`config.mk`:
```
export PLATFORM = sky130hd
export DESIGN_NAME = csc_bank
export DESIGN_NICKNAME = d
export VERILOG_FILES = /design/src/hw/csc_pkg.sv /design/src/hw/csc_ctrl_if.sv /design/src/hw/csc_event_unit.sv /design/src/hw/csc_bank.sv
export SDC_FILE = /design/constraint.sdc
export NUM_CORES = 1
export LEC_CHECK = 0
export BUFFER_PORTS_ARGS = -buffer_cell sky130_fd_sc_hd__buf_2
export CAP_MARGIN = 20
export CORE_UTILIZATION = 30
export CTS_BUF_LIST = sky130_fd_sc_hd__clkbuf_2
export CTS_CLUSTER_SIZE = 10
export DETAILED_ROUTE_END_ITERATION = 12
export GPL_TIMING_DRIVEN = 0
export PLACE_DENSITY_LB_ADDON = 0.25
export REMOVE_ABC_BUFFERS = 1
export SLEW_MARGIN = 10
export SYNTH_ARGS = -nofsm -noshare
export SYNTH_HDL_FRONTEND = slang
export SYNTH_SLANG_ARGS = --single-unit
```
`constraint.sdc`:
```
create_clock -name core_clk_i -period 2.8 [get_ports core_clk_i]
set_input_delay 0.56 -clock core_clk_i [delete_from_list [all_inputs] [get_ports core_clk_i]]
set_output_delay 0.56 -clock core_clk_i [all_outputs]
set_load 0.1 [all_outputs]
```
`src/hw/csc_pkg.sv`:
```
// Constants for the cache-select and system-control register bank.
// Assumes one core clock; the encodings are the coprocessor register fields.
package csc_pkg;

  // ==========================================================================
  // Coprocessor register encodings {opcode1, primary, secondary, opcode2}
  // ==========================================================================
  localparam logic [2:0] CSC_SEL_OPC1   = 3'h2;
  localparam logic [3:0] CSC_SEL_CRN    = 4'h0;
  localparam logic [3:0] CSC_SEL_CRM    = 4'h0;
  localparam logic [2:0] CSC_SEL_OPC2   = 3'h0;
  localparam logic [2:0] CSC_ID_OPC1    = 3'h1;
  localparam logic [3:0] CSC_ID_CRN     = 4'h0;
  localparam logic [3:0] CSC_ID_CRM     = 4'h0;
  localparam logic [2:0] CSC_ID_OPC2    = 3'h0;
  localparam logic [2:0] CSC_CTL_OPC1   = 3'h0;
  localparam logic [3:0] CSC_CTL_CRN    = 4'h1;
  localparam logic [3:0] CSC_CTL_CRM    = 4'h0;
  localparam logic [2:0] CSC_CTL_OPC2   = 3'h0;

  // ==========================================================================
  // Cache size selection fields
  // ==========================================================================
  localparam int         CSC_SEL_INS_BIT = 0;
  localparam logic       CSC_SEL_INS_RST = 1'b0;

  // ==========================================================================
  // Cache size identification fields
  // ==========================================================================
  localparam int          CSC_ID_TOP_LSB   = 28;
  localparam logic [3:0]  CSC_ID_TOP_INSTR = 4'h2;
  localparam logic [3:0]  CSC_ID_TOP_DATA  = 4'h7;

  // ==========================================================================
  // System control fields
  // ==========================================================================
  localparam int          CSC_CTL_XS_BIT   = 30;
  localparam int          CSC_CTL_NMSK_BIT = 27;
  localparam int          CSC_CTL_XE_BIT   = 25;
  localparam int          CSC_CTL_LL_BIT   = 21;
  localparam int          CSC_CTL_DT_BIT   = 19;
  localparam int          CSC_CTL_BG_BIT   = 17;
  localparam logic        CSC_CTL_LL_RST   = 1'b0;
  localparam logic        CSC_CTL_DT_RST   = 1'b0;
  localparam logic        CSC_CTL_BG_RST   = 1'b0;
  localparam logic        CSC_CTL_STRAP_RST = 1'b0;
  // Bits 23:22, 18 and 16 read as one; all other fixed bits read as zero
  localparam logic [31:0] CSC_CTL_ONES     = 32'h00c5_0000;

  // ==========================================================================
  // Strap capture: edges after reset release before straps are loaded
  // ==========================================================================
  localparam logic [1:0]  CSC_STRAP_WAIT   = 2'h2;

  typedef enum logic [1:0] {CSC_REG_NONE, CSC_REG_SEL, CSC_REG_ID, CSC_REG_CTL} csc_reg_t;

  // Map a coprocessor access encoding onto a register
  function automatic csc_reg_t csc_decode(input logic [2:0] opc1, input logic [3:0] crn,
                                          input logic [3:0] crm, input logic [2:0] opc2);
    if ({opc1, crn, crm, opc2} == {CSC_SEL_OPC1, CSC_SEL_CRN, CSC_SEL_CRM, CSC_SEL_OPC2})
      return CSC_REG_SEL;
    if ({opc1, crn, crm, opc2} == {CSC_ID_OPC1, CSC_ID_CRN, CSC_ID_CRM, CSC_ID_OPC2})
      return CSC_REG_ID;
    if ({opc1, crn, crm, opc2} == {CSC_CTL_OPC1, CSC_CTL_CRN, CSC_CTL_CRM, CSC_CTL_OPC2})
      return CSC_REG_CTL;
    return CSC_REG_NONE;
  endfunction

endpackage

```
`src/hw/csc_ctrl_if.sv`:
```
// Control bits handed from the register bank to the event unit.
// Assumes both ends sit on core_clk_i.
interface csc_ctrl_if;
  logic exc_endian;
  logic div_trap;
  logic bg_region;

  modport owner (output exc_endian, output div_trap, output bg_region);
  modport user  (input exc_endian, input div_trap, input bg_region);
endinterface

```
`src/hw/csc_event_unit.sv`:
```
// Event side: exception endianness copy, divide-by-zero and background region.
// Assumes event inputs come from core logic on core_clk_i.
module csc_event_unit
  import csc_pkg::*;
(
  input  wire logic   core_clk_i,
  input  wire logic   reset_n_i,
  input  wire logic   ce_i,
  csc_ctrl_if.user    ctrl,
  input  wire logic   exception_entry_i,
  input  wire logic   div_valid_i,
  input  wire logic   div_by_zero_i,
  input  wire logic   mpu_enable_i,
  input  wire logic   mem_valid_i,
  input  wire logic   mem_unmapped_i,
  input  wire logic   mem_privileged_i,
  output logic        program_status_endian_o,
  output logic        div_undef_o,
  output logic        div_zero_result_o,
  output logic        background_fault_o,
  output logic        default_map_o
);

  logic next_endian;
  logic next_undef;
  logic next_zero_res;
  logic next_fault;
  logic next_default;

  // ==========================================================================
  // Next values
  // ==========================================================================
  always_comb
  begin
    next_endian   = program_status_endian_o;
    if (exception_entry_i)
      next_endian = ctrl.exc_endian;
    next_undef    = div_valid_i && div_by_zero_i && ctrl.div_trap;
    next_zero_res = div_valid_i && div_by_zero_i && !ctrl.div_trap;
    next_fault    = mem_valid_i && mpu_enable_i && mem_unmapped_i
                    && !(ctrl.bg_region && mem_privileged_i);
    next_default  = mem_valid_i && mpu_enable_i && mem_unmapped_i
                    && ctrl.bg_region && mem_privileged_i;
  end

  always_ff @(posedge core_clk_i or negedge reset_n_i)
  begin
    if (!reset_n_i)
    begin
      program_status_endian_o <= 1'b0;
      div_undef_o             <= 1'b0;
      div_zero_result_o       <= 1'b0;
      background_fault_o      <= 1'b0;
      default_map_o           <= 1'b0;
    end
    else if (ce_i)
    begin
      program_status_endian_o <= next_endian;
      div_undef_o             <= next_undef;
      div_zero_result_o       <= next_zero_res;
      background_fault_o      <= next_fault;
      default_map_o           <= next_default;
    end
  end

endmodule // csc_event_unit

```
`src/hw/csc_bank.sv`:
```
// Cache-select and system-control register bank, reached by coprocessor access.
// Assumes requests come from core logic on core_clk_i; strap pins are asynchronous.
//
// What this block does
// - Cache select accessible only when privileged
// - Cache level bits 3:1 read zero
// - Bit 0 selects instruction or data cache
// - Cache select read/write at opcode 2, c0
// - Identification top nibble 0010 instr, 0111 data
// - System control accessible only when privileged
// - Bit 30 exception state, reset from strap
// - Bit 27 read-only, reset from strap
// - Exception copies bit 25 into status endianness
// - Bit 21 low-latency select, resets zero
// - Bit 19 traps divide by zero
// - Bit 17 zero: unmapped access faults
// - Bit 17 one: privileged uses default map
module csc_bank
  import csc_pkg::*;
#(
  parameter logic        CACHES_PRESENT = 1'b1,
  parameter logic [27:0] ID_LOW_INSTR   = 28'h000_0000,
  parameter logic [27:0] ID_LOW_DATA    = 28'h000_0000
)
(
  input  wire logic        core_clk_i,
  input  wire logic        reset_n_i,
  input  wire logic        ce_i,
  // Coprocessor access
  input  wire logic        cp_req_i,
  input  wire logic        cp_write_i,
  input  wire logic        cp_privileged_i,
  input  wire logic [2:0]  cp_opc1_i,
  input  wire logic [3:0]  cp_crn_i,
  input  wire logic [3:0]  cp_crm_i,
  input  wire logic [2:0]  cp_opc2_i,
  input  wire logic [31:0] cp_wdata_i,
  output logic             cp_ack_o,
  output logic             cp_undef_o,
  output logic [31:0]      cp_rdata_o,
  // Strap pins
  input  wire logic        exception_state_reset_input_i,
  input  wire logic        nonmaskable_fast_irq_input_i,
  input  wire logic        endianness_reset_input_i,
  // Control outputs
  output logic             instruction_not_data_select_o,
  output logic             exception_state_select_o,
  output logic             nonmaskable_fast_irq_flag_o,
  output logic             exception_endianness_o,
  output logic             low_latency_select_o,
  output logic             divide_zero_trap_enable_o,
  output logic             background_region_enable_o,
  // Events
  input  wire logic        exception_entry_i,
  input  wire logic        div_valid_i,
  input  wire logic        div_by_zero_i,
  input  wire logic        mpu_enable_i,
  input  wire logic        mem_valid_i,
  input  wire logic        mem_unmapped_i,
  input  wire logic        mem_privileged_i,
  output logic             program_status_endian_o,
  output logic             div_undef_o,
  output logic             div_zero_result_o,
  output logic             background_fault_o,
  output logic             default_map_o
);

  // ==========================================================================
  // Strap synchroniser and capture after reset release
  // ==========================================================================
  logic [2:0] strap_meta;
  logic [2:0] strap_sync;
  logic [1:0] strap_wait;
  logic [1:0] next_strap_wait;
  logic       strap_load;

  always_ff @(posedge core_clk_i or negedge reset_n_i)
  begin
    if (!reset_n_i)
    begin
      strap_meta <= 3'h0;
      strap_sync <= 3'h0;
      strap_wait <= 2'h0;
    end
    else if (ce_i)
    begin
      strap_meta <= {exception_state_reset_input_i, nonmaskable_fast_irq_input_i,
                     endianness_reset_input_i};
      strap_sync <= strap_meta;
      strap_wait <= next_strap_wait;
    end
  end

  always_comb
  begin
    next_strap_wait = strap_wait;
    strap_load      = 1'b0;
    if (strap_wait < CSC_STRAP_WAIT)
      next_strap_wait = strap_wait + 2'h1;
    else if (strap_wait == CSC_STRAP_WAIT)
    begin
      next_strap_wait = 2'h3;
      strap_load      = 1'b1;
    end
  end

  // ==========================================================================
  // Register access
  // ==========================================================================
  csc_reg_t    target;
  logic        access_ok;
  logic        sel_ins;
  logic        ctl_xs, ctl_nmsk, ctl_xe, ctl_ll, ctl_dt, ctl_bg;
  logic        next_sel_ins;
  logic        next_xs, next_nmsk, next_xe, next_ll, next_dt, next_bg;
  logic        next_ack;
  logic        next_undef;
  logic [31:0] next_rdata;
  logic [31:0] ctl_value;
  logic [31:0] id_value;

  always_comb
  begin
    target    = csc_decode(cp_opc1_i, cp_crn_i, cp_crm_i, cp_opc2_i);
    access_ok = cp_req_i && cp_privileged_i && (target != CSC_REG_NONE);
    // Fixed bits of system control
    ctl_value = CSC_CTL_ONES;
    ctl_value[CSC_CTL_XS_BIT]   = ctl_xs;
    ctl_value[CSC_CTL_NMSK_BIT] = ctl_nmsk;
    ctl_value[CSC_CTL_XE_BIT]   = ctl_xe;
    ctl_value[CSC_CTL_LL_BIT]   = ctl_ll;
    ctl_value[CSC_CTL_DT_BIT]   = ctl_dt;
    ctl_value[CSC_CTL_BG_BIT]   = ctl_bg;
    // Identification for the selected cache
    id_value = 32'h0;
    if (CACHES_PRESENT)
      id_value = sel_ins ? {CSC_ID_TOP_INSTR, ID_LOW_INSTR}
                         : {CSC_ID_TOP_DATA, ID_LOW_DATA};

    next_sel_ins = sel_ins;
    next_xs      = ctl_xs;
    next_nmsk    = ctl_nmsk;
    next_xe      = ctl_xe;
    next_ll      = ctl_ll;
    next_dt      = ctl_dt;
    next_bg      = ctl_bg;
    next_ack     = cp_req_i;
    next_undef   = cp_req_i && !access_ok;
    next_rdata   = 32'h0;

    if (access_ok && !cp_write_i)
    begin
      unique case (target)
        CSC_REG_SEL: next_rdata[CSC_SEL_INS_BIT] = sel_ins;
        CSC_REG_ID:  next_rdata = id_value;
        CSC_REG_CTL: next_rdata = ctl_value;
        default:     next_rdata = 32'h0;
      endcase
    end
    if (access_ok && cp_write_i)
    begin
      if (target == CSC_REG_SEL)
        next_sel_ins = cp_wdata_i[CSC_SEL_INS_BIT];
      if (target == CSC_REG_CTL)
      begin
        next_xs = cp_wdata_i[CSC_CTL_XS_BIT];
        next_xe = cp_wdata_i[CSC_CTL_XE_BIT];
        next_ll = cp_wdata_i[CSC_CTL_LL_BIT];
        next_dt = cp_wdata_i[CSC_CTL_DT_BIT];
        next_bg = cp_wdata_i[CSC_CTL_BG_BIT];
      end
      // Identification is read-only: a write there is refused
      if (target == CSC_REG_ID)
        next_undef = 1'b1;
    end
    if (strap_load)
    begin
      next_xs   = strap_sync[2];
      next_nmsk = strap_sync[1];
      next_xe   = strap_sync[0];
    end
  end

  always_ff @(posedge core_clk_i or negedge reset_n_i)
  begin
    if (!reset_n_i)
    begin
      sel_ins    <= CSC_SEL_INS_RST;
      ctl_xs     <= CSC_CTL_STRAP_RST;
      ctl_nmsk   <= CSC_CTL_STRAP_RST;
      ctl_xe     <= CSC_CTL_STRAP_RST;
      ctl_ll     <= CSC_CTL_LL_RST;
      ctl_dt     <= CSC_CTL_DT_RST;
      ctl_bg     <= CSC_CTL_BG_RST;
      cp_ack_o   <= 1'b0;
      cp_undef_o <= 1'b0;
      cp_rdata_o <= 32'h0;
    end
    else if (ce_i)
    begin
      sel_ins    <= next_sel_ins;
      ctl_xs     <= next_xs;
      ctl_nmsk   <= next_nmsk;
      ctl_xe     <= next_xe;
      ctl_ll     <= next_ll;
      ctl_dt     <= next_dt;
      ctl_bg     <= next_bg;
      cp_ack_o   <= next_ack;
      cp_undef_o <= next_undef;
      cp_rdata_o <= next_rdata;
    end
  end

  always_comb
  begin
    instruction_not_data_select_o = sel_ins;
    exception_state_select_o      = ctl_xs;
    nonmaskable_fast_irq_flag_o   = ctl_nmsk;
    exception_endianness_o        = ctl_xe;
    low_latency_select_o          = ctl_ll;
    divide_zero_trap_enable_o     = ctl_dt;
    background_region_enable_o    = ctl_bg;
  end

  // ==========================================================================
  // Event unit
  // ==========================================================================
  csc_ctrl_if ctrl_if ();

  always_comb
  begin
    ctrl_if.exc_endian = ctl_xe;
    ctrl_if.div_trap   = ctl_dt;
    ctrl_if.bg_region  = ctl_bg;
  end

  csc_event_unit u_events (
    .core_clk_i              (core_clk_i),
    .reset_n_i               (reset_n_i),
    .ce_i                    (ce_i),
    .ctrl                    (ctrl_if.user),
    .exception_entry_i       (exception_entry_i),
    .div_valid_i             (div_valid_i),
    .div_by_zero_i           (div_by_zero_i),
    .mpu_enable_i            (mpu_enable_i),
    .mem_valid_i             (mem_valid_i),
    .mem_unmapped_i          (mem_unmapped_i),
    .mem_privileged_i        (mem_privileged_i),
    .program_status_endian_o (program_status_endian_o),
    .div_undef_o             (div_undef_o),
    .div_zero_result_o       (div_zero_result_o),
    .background_fault_o      (background_fault_o),
    .default_map_o           (default_map_o)
  );

endmodule // csc_bank

```
# Word level (Yosys, flattened, before mapping)
# Index checks and enable logic that the tools add are counted.
[classes]
add_sub_neg = 1
order_cmp = 1
n_eq_ne = 7
muxes = 28
n_reduce_logical = 28
[ops]
columns = ["op", "count"]
rows = [
  ["2-to-1 mux 31 bit", 2],
  ["case mux 30 bit (2 select lines)", 1],
  ["2-to-1 mux 1 bit", 16],
  ["2-to-1 mux 2 bit", 8],
  ["equality test 14 x 12 -> 1 bit (second input constant)", 1],
  ["equality test 14 x 13 -> 1 bit (second input constant)", 1],
  ["equality test 14 x 8 -> 1 bit (second input constant)", 1],
  ["logical AND 1 bit", 14],
  ["AND reduction 3 bit", 3],
  ["nonzero test 2 bit", 4],
  ["equality test 2 bit (second input constant)", 3],
  ["AND reduction 2 bit", 3],
  ["logical NOT 1 bit", 4],
  ["adder 2 x 1 -> 2 bit (second input constant)", 1],
  ["equality test 2 x 1 -> 1 bit (second input constant)", 1],
  ["< comparator 2 bit (second input constant)", 1],
  ["case mux 1 bit (2 select lines)", 1],
]
[totals]
reg_bits = 54
input_bits = 62
output_inout_bits = 46
word_cells = 83

# Logic depth before layout (Yosys ltp)
[depth]
word_depth = 14
ltp_mapped = 5
depth_no_buf = 4

# Modules after synthesis
# From an unflattened synthesis, not the netlist that was laid out.
[unflattened]
cells_unflattened = 136
area_unflattened_um2 = 1560.2
[by_module_without_submodules]
columns = ["mod", "instances", "cells_per_inst", "area_per_inst_um2", "seq_area_each_um2"]
rows = [
  ["csc_bank", 1, 116, 1345.0, 675.6],
  ["csc_event_unit", 1, 20, 215.2, 125.1],
]

# Worst setup path after synthesis
# No wires, ideal clock.
[synth_path]
path_type = "reg2out"
from = "reg, netlist name cp_rdata_o[23]"
to = "out cp_rdata_o[18]"
arrival_time_ns = 1.373
required_ns = 2.240
setup_slack_ns = 0.867
stages_incl_launch_ff = 2
n_path_buf = 1
cell_sequence = "dfrtp_1 > buf_4"
[synth_rtl]
columns = ["element", "line_no", "text"]
rows = [
  ["to (decl)", "csc_bank.sv:40", "output logic [31:0] cp_rdata_o,"],
]

# Worst setup path after layout
[layout_path]
from = "reg ctl_bg (netlist: background_region_enable_o)"
to = "out background_region_enable_o"
[layout_rtl]
columns = ["element", "line_no", "text"]
rows = [
  ["from (decl)", "csc_bank.sv:113", "logic ctl_xs, ctl_nmsk, ctl_xe, ctl_ll, ctl_dt, ctl_bg;"],
  ["from (signal assigned)", "csc_bank.sv:207", "ctl_bg <= next_bg;"],
  ["to (decl)", "csc_bank.sv:52", "output logic background_region_enable_o,"],
]
# No word-level cell between the ends.

==> results.sh <==
export IMPL_cts_hold_buf=0
export IMPL_drc_errors=0
export IMPL_rows=25
export IMPL_die_w_um=74.1
export IMPL_fin_hold_ws_ns=0.241
export IMPL_fin_nets=254
export IMPL_synthFlopType="dfrtp_1"
export IMPL_drtAntennaViolNets=0
export IMPL_timing_critical_path_cells="buf_2"
export IMPL_status="complete, no violations"
export IMPL_cp_slowest_cell="buf_2"
export IMPL_synth_most_common_cell="dfrtp_1"
export IMPL_first_pass_iters=3
export IMPL_worstPathArrival_ns=1.25
export IMPL_yosys_top_cells_count="dfrtp_1 (32), buf_4 (22), mux2_2 (12), nand2_1 (7), nor2_1 (6)"
export IMPL_syn_area_per_cell_um2=11.9
export IMPL_clockBufferDepth=2
export IMPL_cp_max_fo=5
export IMPL_ir_drop_mv=0.633
export IMPL_area_growth_pct=20.0
export IMPL_via_count=1137
export IMPL_ys_seq_area_share_pct=51.3
export IMPL_wire_per_inst_um=12.1
export IMPL_setup_violations_final=0
export IMPL_critPathTopFamily="buffers and inverters"
export IMPL_reg2regPathDepth=3
export IMPL_coreArea_mm2=0.00488
export IMPL_drive_gt1_share_pct=45.8
export IMPL_dpl_hpwl_mm=2.36
export IMPL_maxCapViolations=0
export IMPL_fmax_mhz=554
export IMPL_io_buffers=62
export IMPL_max_stage_delay_ns=0.46
export IMPL_hold_viol=0
export IMPL_yosys_area_top_type="dfrtp_1"
export IMPL_min_period_ns=1.81
export IMPL_post_cts_setup_buffers=0
export IMPL_crit_type="reg -> out"
export IMPL_syn_area_mm2=0.00156
export IMPL_grt_usage_pct=12.1
export IMPL_fp_dieH_um=74.1
export IMPL_clk_latency_ns=0.34
export IMPL_num_io_pins=108
export IMPL_synth_area_leaders="dfrtp_1 (51%), buf_4 (11%), mux2_2 (8.7%)"
export IMPL_fin_skew_ns=0.00984
export IMPL_hold_path_class="in -> async"
export IMPL_grt_pass1_vias=1045
export IMPL_syn_inst=131
export IMPL_cts_tree="yes"
export IMPL_rsz0062_at_grt="no"
export IMPL_cellLeakagePower_nw=0.995
export IMPL_cts_made_buffers=5
export IMPL_routed_wirelength_mm=3.14
export IMPL_start_util_pct=32.0
export IMPL_required_ns=2.24
export IMPL_slew_headroom_pct=53.1
export IMPL_crit_path_end_kind="output port"
export IMPL_async_flop_share_pct=100
export IMPL_diodes=0
export IMPL_antenna_found_initial=0
export IMPL_ctsResizeCount=0
export IMPL_drt_initial_drc_count=43
export IMPL_ys_warn_count=0
export IMPL_grt_max_degree=33
export IMPL_grt_first_pass_wirelength_mm=4.85
export IMPL_synth_seq_cells=32
export IMPL_clk_transition_reported_paths_ns=0.15
export IMPL_critical_path_buf_inv_count=1
export IMPL_ff2ff_setup_slack_ns=1.53
export IMPL_htreeDepth=2
export IMPL_startpoint_type="flop"
export IMPL_tightest_slew_ns=0.703
export IMPL_grt_overflow=0
export IMPL_p_per_area_mw_per_mm2=608
export IMPL_clock_sinks=32
export IMPL_die_area_mm2=0.00550
export IMPL_synth_top_area_share_pct=51.3
export IMPL_setup_tns_final_ns=0
export IMPL_reg2reg_from="strap_wait[1]"
export IMPL_period_share_pct=64.5
export IMPL_report_final_slew_viol_count=0
export IMPL_r2r_end="exception_endianness_o"
export IMPL_synth_edf_count=0
export IMPL_gp_congestion=0.689
export IMPL_ys_types=33
export IMPL_drt_vias_per_instance=4.39
export IMPL_cts_root_buf="clkbuf_2"
[cell usage in the layout, fill, tap and decap left out, drive strengths merged, types with 3 or more instances in the layout]
| cell | count |
|---|---|
| o2bb2ai | 3 |
| clkbuf | 6 |
| conb | 19 |
| nor3b | 4 |
| nor2 | 6 |
| nand4 | 5 |
| a21o | 3 |
| dfrtp | 32 |
| inv | 3 |
| a22o | 5 |
| nor2b | 3 |
| mux2 | 13 |
| buf | 62 |
| nand2 | 7 |
[per-layer routing]
metal	share of wire, %	track usage, %	vias up
li1	-	-	548
met4	0.96	4.49	0
met3	8.1	4.47	4
met1	46	16.1	527
met5	0	0	-
met2	45	18.1	58
[registers in the layout, indices dropped and copies added, names as in the netlist]
name,flops
cp_rdata_o,10
strap_meta,3
strap_sync,3
strap_wait,2
background_region_enable_o,1
cp_ack_o,1
cp_undef_o,1
divide_zero_trap_enable_o,1
exception_endianness_o,1
exception_state_select_o,1
instruction_not_data_select_o,1
low_latency_select_o,1
nonmaskable_fast_irq_flag_o,1
u_events.background_fault_o,1
u_events.default_map_o,1
u_events.div_undef_o,1
u_events.div_zero_result_o,1
u_events.program_status_endian_o,1
[worst max path at each step]
stage	from	slack, ns	end	cells after the start
floorplan	cp_rdata_o[23]	-0.44	cp_rdata_o[16]	0
detailed placement	ce_i	0.66	cp_rdata_o[25]	4
CTS	background_region_enable_o	0.97	background_region_enable_o	1
finish	background_region_enable_o	0.99	background_region_enable_o	1
global route	background_region_enable_o	0.90	background_region_enable_o	1
global placement	ce_i	0.72	cp_rdata_o[30]	4
[layout make-up]
class	instances	area, um^2
Fill cell	513	3010
Sequential cell	32	801
Multi-Input combinational cell	88	633
Timing Repair Buffer	62	310
Tap cell	67	83.8
Clock buffer	6	30.0
Inverter	3	11.3
Clock inverter	1	5.00
[logic make-up after synthesis]
group           after synthesis  share of synthesized area [%]
flops                        32                           51.3
mux                          14                           10.0
compound gates               20                           10.4
buf+inv                      29                           12.5
xor+xnor                      1                          0.561
simple gates                 34                           15.0
other cells                   1                          0.240
[metrics by stage]
stage                     cells  area (um^2)  utilization, %  power, W  setup slack [ns]
after floorplan             123         1450               -  0.000863            -0.444
after global placement      252         1840            37.7  0.000945             0.724
after detailed placement    252         1840            37.7  0.000948             0.659
after CTS                   259         1870            38.4   0.00116             0.969
after global routing        259         1870            38.4   0.00120             0.902
final                       259         1870            38.4   0.00114             0.994
[where the power goes]
part | switching [W] | internal, W | leakage, nW | total, W
Combinational | 0.000348 | 0.0000683 | 0.555 | 0.000416
Sequential | 0.0000234 | 0.000497 | 0.411 | 0.000521
Clock | 0.000143 | 0.0000597 | 0.0288 | 0.000203
Total | 0.000514 | 0.000625 | 0.995 | 0.00114
Note: power is estimated with default switching activity, not from simulation.
